$ cat config.mk
export PLATFORM = sky130hd
export DESIGN_NAME = fepc_top
export DESIGN_NICKNAME = d
export VERILOG_FILES = /design/src/pkg/fepc_pkg.sv /design/src/core/fepc_sync.sv /design/src/core/fepc_top.sv
export SDC_FILE = /design/constraint.sdc
export NUM_CORES = 1
export LEC_CHECK = 0
export BUFFER_PORTS_ARGS = -buffer_cell sky130_fd_sc_hd__buf_2
export CAP_MARGIN = 20
export CORE_MARGIN = 1.5
export CORE_UTILIZATION = 40
export CTS_CLUSTER_DIAMETER = 100
export DETAILED_ROUTE_END_ITERATION = 7
export PLACE_DENSITY_LB_ADDON = 0.08
export SLEW_MARGIN = 30
export SYNTH_ARGS = -nofsm -noshare
export SYNTH_HDL_FRONTEND = slang
export SYNTH_SLANG_ARGS = --single-unit
$ cat constraint.sdc
create_clock -name mclk -period 1.8 [get_ports mclk]
set_input_delay 0.09 -clock mclk [delete_from_list [all_inputs] [get_ports mclk]]
set_output_delay 0.09 -clock mclk [all_outputs]
set_load 0.01 [all_outputs]
$ cat src/pkg/fepc_pkg.sv
/*
 * Constants, modes and carriers of the front-end power and offset calibration block.
 * Assumes a single 100 MHz clock and no register bus; control bits arrive as ports.
 */
// Overview of operation
// Chip enable low forces sleep levels everywhere
// Power state low bit zero means standby
// Power state 01 is idle, synths on
// Active, amp enable low: band follows bit
// Active receive: receive on, band follows bit
// Active transmit: selected band amplifier turned on
// Calibration holds front-end sleep high meanwhile
// Host requests calibration only in receive active
// Rising request edge starts offset calibration
// Host waits lock, minimum gain before request
// Status low within 1 us, high when done
// Calibration completes within 68 ticks of 44 clocks
// Result kept while request high, not sleeping
// Host holds request low 4 us to clear
// Request low disables calibration correction entirely
// RF loop multiplier computed from divider words
// Host keeps RF words within valid ranges
// RF divider defaults loaded at power-up
// IF synthesizer defaults to integer mode
// Host programs IF words for 40 MHz reference
// Defaults restored when chip enable returns high
// IF words used only with fractional enable
// Calibration request synchronised before edge detection
`default_nettype none
package fepc_pkg;
	localparam int          CLK_MHZ        = 100;      // Clock rate
	localparam int          STATUS_LOW_NS  = 1000;     // Longest delay to status low
	localparam int          STATUS_CYC     = (STATUS_LOW_NS * CLK_MHZ) / 1000;
	localparam int          TICK_REF_CYC   = 44;       // Reference periods per tick
	localparam int          CAL_TICKS      = 68;       // Longest calibration in ticks
	localparam int          CAL_CLR_NS     = 4000;     // Least low time to clear
	localparam logic [1:0]  PS_ACTIVE      = 2'h3;     // Power state active
	localparam logic [1:0]  PS_IDLE        = 2'h1;     // Power state idle
	localparam logic        DEF_PRESCALE   = 1'h1;     // RF prescale default
	localparam logic [4:0]  DEF_RF_COARSE  = 5'h0A;    // RF coarse default 10
	localparam logic [2:0]  DEF_RF_SUB     = 3'h0;     // RF subtract default
	localparam logic [6:0]  DEF_RF_NUM     = 7'h30;    // RF numerator default 48
	localparam logic [6:0]  DEF_RF_MOD     = 7'h4F;    // RF modulus default 79
	localparam logic [4:0]  RF_COARSE_OFS  = 5'h03;    // Added to coarse word
	localparam int          RF_COARSE_MUL  = 8;        // Coarse multiplier
	localparam logic [4:0]  IF_INT_COARSE  = 5'h11;    // Integer-mode IF coarse word, arbitrary fixed
	typedef enum logic [2:0] {
		FEPC_SLEEP   = 3'b000,
		FEPC_STANDBY = 3'b001,
		FEPC_IDLE    = 3'b010,
		FEPC_ACTIVE  = 3'b011
	} fepc_mode_e;
	typedef enum logic [1:0] {
		CAL_OFF  = 2'b00,
		CAL_RUN  = 2'b01,
		CAL_HOLD = 2'b10
	} fepc_cal_e;
	// Front-end drive outputs
	typedef struct packed {
		logic ampAOff;
		logic ampBOff;
		logic frontEndSleep;
		logic bandOut;
	} fepc_fe_s;
	// Internal enables
	typedef struct packed {
		logic txOn;
		logic rxOn;
		logic synthOn;
		logic oscOn;
		logic serialOn;
	} fepc_en_s;
	// Synthesizer divider words
	typedef struct packed {
		logic       prescale;
		logic [4:0] coarse;
		logic [2:0] subtract;
		logic [6:0] numerator;
		logic [6:0] modulus;
	} fepc_div_s;
endpackage : fepc_pkg
`default_nettype wire

$ cat src/core/fepc_sync.sv
/*
 * Two-flop synchroniser with a rising-edge pulse decoded combinationally from its registers.
 * Assumes the input is asynchronous to mclk.
 */
`timescale 1ns/1ps
`default_nettype none
module fepc_sync
	import fepc_pkg::*;
(
	input  wire logic mclk,
	input  wire logic rst_n,
	input  wire logic asyncIn,
	output var  logic syncOut,
	output var  logic riseOut
);
	logic meta_r;   // First stage, read only by second
	logic sync_r;   // Second stage
	logic prev_r;   // Delayed copy for edge
	logic meta_nxt;
	logic sync_nxt;
	logic prev_nxt;

	////////////////////////////////////////////////////////////////
	// Next values
	always_comb begin
		meta_nxt = asyncIn;
		sync_nxt = meta_r;
		prev_nxt = sync_r;
	end

	// Registers
	always_ff @(posedge mclk or negedge rst_n) begin
		if (!rst_n) begin
			meta_r <= 1'b0;
			sync_r <= 1'b0;
			prev_r <= 1'b0;
		end else begin
			meta_r <= meta_nxt;
			sync_r <= sync_nxt;
			prev_r <= prev_nxt;
		end
	end

	assign syncOut = sync_r;
	assign riseOut = sync_r & ~prev_r;
endmodule : fepc_sync
`default_nettype wire

$ cat src/core/fepc_top.sv
/*
 * Mode decoder, front-end drive and offset calibration sequencer.
 * Assumes pins are asynchronous, power-state and divider bits come from
 * serial registers held elsewhere, and ticks are reference-clock based.
 */
`timescale 1ns/1ps
`default_nettype none
module fepc_top
	import fepc_pkg::*;
#(
	parameter int TICK_CYC = TICK_REF_CYC  // Clocks per calibration tick
)(
	input  wire logic       mclk,
	input  wire logic       rst_n,
	input  wire logic       chip_enable_pin,
	input  wire logic       direction_select,
	input  wire logic       amp_enable_in,
	input  wire logic       offset_cal_request,
	input  wire logic       power_state_high,
	input  wire logic       power_state_low,
	input  wire logic       bandSelect,
	input  wire logic       if_fractional_on,
	input  wire fepc_div_s  rfWords,
	input  wire fepc_div_s  ifWords,
	output var  fepc_fe_s   feOut,
	output var  fepc_en_s   enOut,
	output var  logic       calStatus,
	output var  logic       calCorrectOn,
	output var  logic       loadDefaults,
	output var  fepc_div_s  rfDivDefaults,
	output var  logic [8:0] rfIntMult,
	output var  fepc_div_s  ifDivUsed
);
	localparam int TICKS_W = $clog2(CAL_TICKS + 1);
	localparam int TCYC_W  = $clog2(TICK_CYC + 1);
	localparam int RUN_MAX = CAL_TICKS * TICK_CYC;       // Longest run in clocks
	localparam int RUN_W   = $clog2(RUN_MAX + 1);

	////////////////////////////////////////////////////////////////
	// Pin synchronisers
	logic ceS, dirS, ampS, calS, calRise, ceRise;
	fepc_sync uCe  (.mclk(mclk), .rst_n(rst_n), .asyncIn(chip_enable_pin),
	                .syncOut(ceS), .riseOut(ceRise));
	fepc_sync uDir (.mclk(mclk), .rst_n(rst_n), .asyncIn(direction_select),
	                .syncOut(dirS), .riseOut());
	fepc_sync uAmp (.mclk(mclk), .rst_n(rst_n), .asyncIn(amp_enable_in),
	                .syncOut(ampS), .riseOut());
	fepc_sync uCal (.mclk(mclk), .rst_n(rst_n), .asyncIn(offset_cal_request),
	                .syncOut(calS), .riseOut(calRise));

	////////////////////////////////////////////////////////////////
	// Mode decode
	fepc_mode_e mode;
	logic       rxActive;
	always_comb begin
		if (!ceS)
			mode = FEPC_SLEEP;
		else if (!power_state_low)
			mode = FEPC_STANDBY;
		else if ({power_state_high, power_state_low} == PS_IDLE)
			mode = FEPC_IDLE;
		else
			mode = FEPC_ACTIVE;
	end
	assign rxActive = (mode == FEPC_ACTIVE) && !dirS && !ampS;

	////////////////////////////////////////////////////////////////
	// Calibration sequencer
	fepc_cal_e          cal_r, cal_nxt;
	logic [TICKS_W-1:0] tick_r, tick_nxt;      // Ticks elapsed
	logic [TCYC_W-1:0]  tcyc_r, tcyc_nxt;      // Clocks within tick
	always_comb begin
		cal_nxt  = cal_r;
		tick_nxt = tick_r;
		tcyc_nxt = tcyc_r;
		case (cal_r)
			CAL_OFF: begin
				if (calRise && rxActive) begin
					cal_nxt  = CAL_RUN;
					tick_nxt = '0;
					tcyc_nxt = '0;
				end
			end
			CAL_RUN: begin
				if (tcyc_r == TCYC_W'(TICK_CYC - 1)) begin
					tcyc_nxt = '0;
					tick_nxt = tick_r + TICKS_W'(1);
				end else begin
					tcyc_nxt = tcyc_r + TCYC_W'(1);
				end
				if (tick_r == TICKS_W'(CAL_TICKS - 1) &&
				    tcyc_r == TCYC_W'(TICK_CYC - 1))
					cal_nxt = CAL_HOLD;
			end
			CAL_HOLD: cal_nxt = CAL_HOLD;
			default:  cal_nxt = CAL_OFF;
		endcase
		if (!calS || !ceS)
			cal_nxt = CAL_OFF;
	end

	always_ff @(posedge mclk or negedge rst_n) begin
		if (!rst_n) begin
			cal_r  <= CAL_OFF;
			tick_r <= '0;
			tcyc_r <= '0;
		end else begin
			cal_r  <= cal_nxt;
			tick_r <= tick_nxt;
			tcyc_r <= tcyc_nxt;
		end
	end

	////////////////////////////////////////////////////////////////
	// Run length counter for the calibration time check
	logic [RUN_W-1:0] runCnt_r, runCnt_nxt;   // Clocks spent in run
	always_comb begin
		if (cal_r == CAL_RUN)
			runCnt_nxt = runCnt_r + RUN_W'(1);
		else
			runCnt_nxt = '0;
	end

	// Counter register, cleared outside a run
	always_ff @(posedge mclk or negedge rst_n) begin
		if (!rst_n)
			runCnt_r <= '0;
		else
			runCnt_r <= runCnt_nxt;
	end

	////////////////////////////////////////////////////////////////
	// Front-end outputs and enables, registered
	fepc_fe_s fe_nxt;
	fepc_en_s en_nxt;
	logic     stat_nxt, corr_nxt, ld_nxt;
	always_comb begin
		fe_nxt = '{ampAOff: 1'b1, ampBOff: 1'b1, frontEndSleep: 1'b1, bandOut: 1'b0};
		en_nxt = '0;
		case (mode)
			FEPC_SLEEP: en_nxt = '0;
			FEPC_STANDBY: begin
				en_nxt.oscOn    = 1'b1;
				en_nxt.serialOn = 1'b1;
			end
			FEPC_IDLE: begin
				en_nxt = '{txOn: 1'b0, rxOn: 1'b0, synthOn: 1'b1,
				           oscOn: 1'b1, serialOn: 1'b1};
			end
			FEPC_ACTIVE: begin
				en_nxt = '{txOn: 1'b1, rxOn: 1'b1, synthOn: 1'b1,
				           oscOn: 1'b1, serialOn: 1'b1};
				fe_nxt.frontEndSleep = 1'b0;
				fe_nxt.bandOut       = bandSelect;
				if (dirS && ampS) begin
					en_nxt.rxOn = 1'b0;
					fe_nxt.ampAOff = !bandSelect;
					fe_nxt.ampBOff = bandSelect;
				end else if (!dirS && !ampS) begin
					en_nxt.txOn = 1'b0;
				end
				if (cal_nxt == CAL_RUN)
					fe_nxt.frontEndSleep = 1'b1;
			end
			default: en_nxt = '0;
		endcase
		stat_nxt = (cal_nxt != CAL_RUN);
		corr_nxt = (cal_nxt != CAL_OFF);
		ld_nxt   = ceRise;
	end

	always_ff @(posedge mclk or negedge rst_n) begin
		if (!rst_n) begin
			feOut        <= '{ampAOff: 1'b1, ampBOff: 1'b1, frontEndSleep: 1'b1, bandOut: 1'b0};
			enOut        <= '0;
			calStatus    <= 1'b1;
			calCorrectOn <= 1'b0;
			loadDefaults <= 1'b1;   // Power-up load
		end else begin
			feOut        <= fe_nxt;
			enOut        <= en_nxt;
			calStatus    <= stat_nxt;
			calCorrectOn <= corr_nxt;
			loadDefaults <= ld_nxt;
		end
	end

	////////////////////////////////////////////////////////////////
	// Divider words
	always_comb begin
		rfDivDefaults = '{prescale: DEF_PRESCALE, coarse: DEF_RF_COARSE,
		                  subtract: DEF_RF_SUB, numerator: DEF_RF_NUM,
		                  modulus: DEF_RF_MOD};
		rfIntMult = 9'(RF_COARSE_MUL) * (9'(rfWords.coarse) + 9'(RF_COARSE_OFS))
		            - 9'(rfWords.subtract);
		if (if_fractional_on)
			ifDivUsed = ifWords;
		else
			ifDivUsed = '{prescale: 1'b0, coarse: IF_INT_COARSE, subtract: 3'h0,
			              numerator: 7'h00, modulus: 7'h00};
	end
endmodule : fepc_top
`default_nettype wire

; ---- After elaboration in Yosys (flattened, before gate mapping)
; Cells that the tools add are included.
[word_totals]
regBits = 37
latchBits = 0
mem_bits_rw = 0
rom_bits = 0
in_bits = 56
output_inout_bits = 67
elab_cells = 85
memories = 0
[op_classes]
n_addsub = 4
mul = 0
n_div = 0
n_lt_le_gt_ge = 0
eq_ne = 12
n_shift = 0
muxes = 22
bitwise_logic = 4
n_reduce_logical = 18
[ops]
columns = operator, n
row1 = $mux W23, 1
row2 = $mux W7, 2
row3 = $pmux W7 S2, 1
row4 = $mux W6, 2
row5 = $pmux W6 S2, 1
row6 = $mux W2, 5
row7 = $sub A9 B3 Y9, 1
row8 = $add A7 B1 Y7 const B, 1
row9 = $eq A7 B7 Y1 const B, 1
row10 = $add A5 B2 Y6 const B, 1
row11 = $add A6 B1 Y6 const B, 1
row12 = $eq A2 B1 Y1 const B, 3
row13 = $eq A3 B2 Y1 const B, 2
row14 = $eq A6 B6 Y1 const B, 1
row15 = $logic_and A1 B1 Y1, 6
row16 = $mux W3, 2
row17 = $pmux W2 S3, 1
row18 = $pmux W3 S2, 1
row19 = $logic_not A1 Y1, 5
row20 = $mux W1, 5
row21 = $mux W4, 1
row22 = $ne A2 B2 Y1 const B, 2
row23 = $reduce_bool A2 Y1, 2
row24 = $eq A3 B1 Y1 const B, 1
row25 = 9 further kinds, 11

; ---- Logic depth before layout (Yosys ltp)
[logic_depth]
word_depth = 14
mapped_depth = 6
depth_no_buf = 6

; ---- Hierarchy
; Synthesis repeated with hierarchy kept, for this count alone.
[hier_totals]
cells_unflattened = 215
hier_area_um2 = 2197.1
[by_module_without_submodules]
columns = module, n_inst, cells_per_inst, area_per_inst_um2, seq_area_each_um2
row1 = fepc_top, 1, 199, 1841.8, 656.9
row2 = fepc_sync, 4, 4, 88.8, 75.1

; ---- Least setup slack after synthesis
; No wires, ideal clock.
[synth_path]
kind = register to register
startpoint = reg tcyc_r[0]
endpoint = reg tick_r[5]
setup_ns = 0.134
arrival_time_ns = 1.496
t_required_ns = 1.666
setup_slack_ns = 0.170
path_stages_with_launch = 6
n_path_buf = 0
synth_period_minus_slack_ns = 1.630
path_cell_list = dfrtp_1 > ha_1 > nand4b_4 > or2_2 > o41ai_1 > a21oi_1
[synth_between]
elab_chain_cells = 3
[synth_lines]
columns = element, line_no
row1 = from (decl), fepc_top.sv:71  ; logic [TCYC_W-1:0] tcyc_r, tcyc_nxt;
row2 = from (signal assigned), fepc_top.sv:110  ; tcyc_r <= tcyc_nxt;
row3 = $eq A6 B6 Y1, fepc_top.sv:85  ; if (tcyc_r == TCYC_W'(TICK_CYC - 1)) begin
row4 = $ne A2 B2 Y1 (no line), --
row5 = $reduce_and A3 Y1 (no line), --
row6 = to (signal assigned), fepc_top.sv:109  ; tick_r <= tick_nxt;
row7 = to (decl), fepc_top.sv:70  ; logic [TICKS_W-1:0] tick_r, tick_nxt;
; Every way passes these cells.
; A chain may end at the register's enable or synchronous reset.

; ---- Worst setup path in the final report
[layout_path]
startpoint = in rfWords[17] in the netlist's numbering
endpoint = out rfIntMult[7]
[layout_between]
elab_chain_cells = 2
[layout_lines]
columns = element, line_no
row1 = from (decl), fepc_top.sv:23  ; input wire fepc_div_s rfWords,
row2 = $add A5 B2 Y6, fepc_top.sv:194  ; rfIntMult = 9'(RF_COARSE_MUL) * (9'(rfWords.coarse) + 9'(RF_COARSE_OFS))
row3 = $sub A9 B3 Y9, fepc_top.sv:195  ; - 9'(rfWords.subtract);
row4 = to (decl), fepc_top.sv:31  ; output var logic [8:0] rfIntMult,
; Every way passes these cells.

==> results by group <==
Detailed routing
  – Routed wire length: 4.26 mm
  – WL/cell: 11.5 um
  – Iteration-0 DRC Markers: 27
  – DRC: 0
  – Vias: 1655
  – Drt pass-1 iters: 6
  – Detail Route Antenna Nets: 0
  – Drt via density: 4.49

Yosys
  – Top post-synthesis cells by area: dfrtp_1, buf_4, and2_1, dfstp_2, ha_1
  – Syn avg cell area: 9.93 um2
  – Seq cells post-synth: 36
  – Mapped Cells: 207
  – Yosys Warn Count: 0
  – EDFF count, synth: 0
  – Leading area contributor after synthesis: dfrtp_1
  – Post-Syn Area: 0.00206 mm2
  – Top cell type's share of synthesized area: 37.7%
  – Register area share after synthesis: 44.1%
  – Yosys cell types: 46
  – Synth Flop Type: dfrtp_1
  – Top post-synthesis cells by count: dfrtp_1, buf_4, and2_1, nand2_1, nor2_1
  – Fraction of registers with async set/reset: 100%
  – Top-count cell post-synth: dfrtp_1

Cells and area
  – Area Growth Syn to Fin: 28.8%
  – Total Nets Final: 363
  – Fill cells: 453
  – Layout cells sized above 1: 37.7%
  – Antenna cells: 0

Floorplanning
  – Die Span Y: between 70 and 80 um
  – Starting Density: a little over two fifths
  – I/O pins: ~120
  – Die Wd: 74.7 um
  – Die area: 0.00558 mm2
  – Row Count: 25
  – Core footprint: 0.00485 mm2

Critical path
  – Worst Setup Start Kind: input pin
  – CP max-delay cell: or4b_2
  – Worst Path Arrival: 1.61 ns
  – Reg-to-reg endpoint: tick_r[5]
  – CP Class: in2out
  – Max incr delay on CP: approximately 0.62 ns
  – Worst-path fanout max: 4
  – Critical R2R Launch: tcyc_r[1]
  – Crit-path cells: buf_2 > inv_1 > ha_4 > or4b_2 > o211ai_1 > xor2_1 > buf_2
  – R2R Setup Slk: 0.14 ns
  – Crit. End Element: primary output
  – Reg2Reg Depth: 5
  – CP required: 1.71 ns
  – Critical path startpoint: rfWords[17]
  – CP most frequent cell: buf_2

Timing
  – Fmax: 589 MHz
  – Worst-Margin Slew: 0.766 ns
  – Final Max Tran Viols: 0
  – Fin crit period: around 1.7 ns
  – Final period util: between 90 and 100%
  – Setup Skew: between 0.006 and 0.007 ns
  – # setup viols final: 0
  – Hold WS: 0.0494 ns
  – Relative slew margins: 48.9%
  – Hold Fails Final Rpt: 0
  – Final setup TNS: 0 ns
  – Unrepaired setup endpoints after global routing: false

Clock tree
  – Clock slew at reported path FFs: 0.07 ns
  – TritonCTS clock tree: yes
  – CTS H-tree lvls: 2
  – Root Buffer Master: clkbuf_8
  – Clock sinks: 36
  – Post-CTS setup buffers: 0
  – Clock buffer count from CTS: 5
  – Clock Tree Buf Depth: 2
  – Clk Latency, worst-skew pair: 0.29 ns

Power
  – Sw power: 582 uW
  – Part of the power in combinational logic: 21.7%
  – Pleak: 1.35 nW
  – Power Dens Cells: 751 mW/mm2
  – Sequential share of power: 48.8%
  – Worst ir drop on vdd: between 300 and 400 uV
  – Clock power frac: 29.5%
  – Sw frac: between 20% and 30%
  – Internal Power: 1.41 mW

GRT
  – Global-route wire length before repair: ~6.7 mm
  – Initial antenna violation count: 0
  – Grt total ovfl: 0
  – Largest net degree at the start of global routing: 37
  – Total track usage: 16.1%
  – Global routing's busiest layer: met2
  – Met3 usage: 5.09%
  – Vias in the first global route: 1564
  – M1 GR Usage: 18.5%
  – Global Route met2 Usage: 27.6%

Place
  – HPWL reported at the end of detailed placement: 3.16 mm
  – IO Port Bufs: 84
  – Routability cong.: about 0.82

Min path
  – Worst min-delay path class: in2reg
  – Hold path endpoint: enOut[2]
  – Hold Crit Depth: 2
  – Hold Startpoint: power_state_low

Run
  – Number of max-cap violations: 0

Run status
  – Status: complete, no violations
==> per-layer routing <==
metal  part of all wire (%)  vias up
li1                       -      842
met5                      0        -
met4                    1.9        0
met1                     43      735
met2                     49       72
met3                    6.9        6
==> critical path: cells and delay by family <==
family / cells / cell delay [ns]
compound gates: 1 / 0.23
xor+xnor: 1 / 0.18
fa+ha+maj: 1 / 0.18
buf+inv: 3 / 0.31
simple gates: 1 / 0.62
==> timing repair <==
item / CTS / global route
hold endpoints to repair: 36 / 0
endpoints found under the setup margin: 0 / 2
resized for setup: 0 / 6
hold buffers: 6 / 0
==> per-stage QoR <==
stage | cell area [um2] | power, mW | worst slack (ns) | instances | util, %
2_1_floorplan | 2130 | 1.27 | 0.170 | 228 | -
6_report | 2650 | 1.99 | 0.101 | 369 | 54.6
3_3_place_gp | 2470 | 1.39 | 0.0836 | 355 | 50.9
4_1_cts | 2620 | 2.01 | 0.0586 | 369 | 54.1
5_1_grt | 2650 | 2.13 | 0.00196 | 369 | 54.6
3_5_place_dp | 2470 | 1.40 | 0.0756 | 355 | 50.9
==> power by group through the flow <==
| stage | Combinational, mW | Clock (mW) | Sequential [mW] |
|---|---|---|---|
| final | 0.431 | 0.587 | 0.971 |
| after global routing | 0.494 | 0.652 | 0.984 |
| after CTS | 0.424 | 0.615 | 0.970 |
| after detailed placement | 0.412 | 0 | 0.985 |
| after global placement | 0.409 | 0 | 0.984 |
| after floorplan | 0.305 | 0 | 0.961 |
==> worst max path at each step <==
stage	end	slack [ns]
after floorplan	tick_r[5]	0.17
after global placement	rfIntMult[7]	0.08
after detailed placement	rfIntMult[7]	0.08
after CTS	rfIntMult[7]	0.06
after global routing	rfIntMult[7]	0.002
final	rfIntMult[7]	0.10
==> sequential cells by signal (all words and copies together) (netlist names), 2 cells and up <==
signal	cells
cal_r	2
enOut	4
tick_r	7
feOut	4
tcyc_r	6
==> cells in the final DEF, fill, tap and decap left out, drive strengths merged, types with 5 or more instances in the layout <==
cell type     n
nand2        13
o21ai         8
xor2          6
xnor2         6
buf          92
conb         23
ha            6
inv           5
nand2b        5
and2         23
nor2         11
clkbuf        7
nand3         5
dlygate4sd3   6
dfrtp        31
dfstp         5
==> layout make-up <==
type	instances	area [um2]	share of cell area, %
clock buffers	7	86.3	3.26
repair buffers	98	541	20.4
flip-flops and latches	36	907	34.3
well taps	67	83.8	3.17
multi-input cells	155	1000	37.9
clock inverters	1	7.51	0.284
inverters	5	18.8	0.709
==> kinds of logic (layout without fill, tap and decap cells) <==
logic type,Yosys count,count (layout),synth area share [%]
flip-flops,36,36,44.1
other,2,23,0.365
adder cells (fa/ha/maj),6,6,3.65
buffers and inverters,37,111,12.2
AND/OR/NAND/NOR,87,87,26.1
AO/OA/AOI/OAI,27,27,8.52
XOR/XNOR,12,12,5.11
No activity file was read; power rests on OpenSTA's default activity.
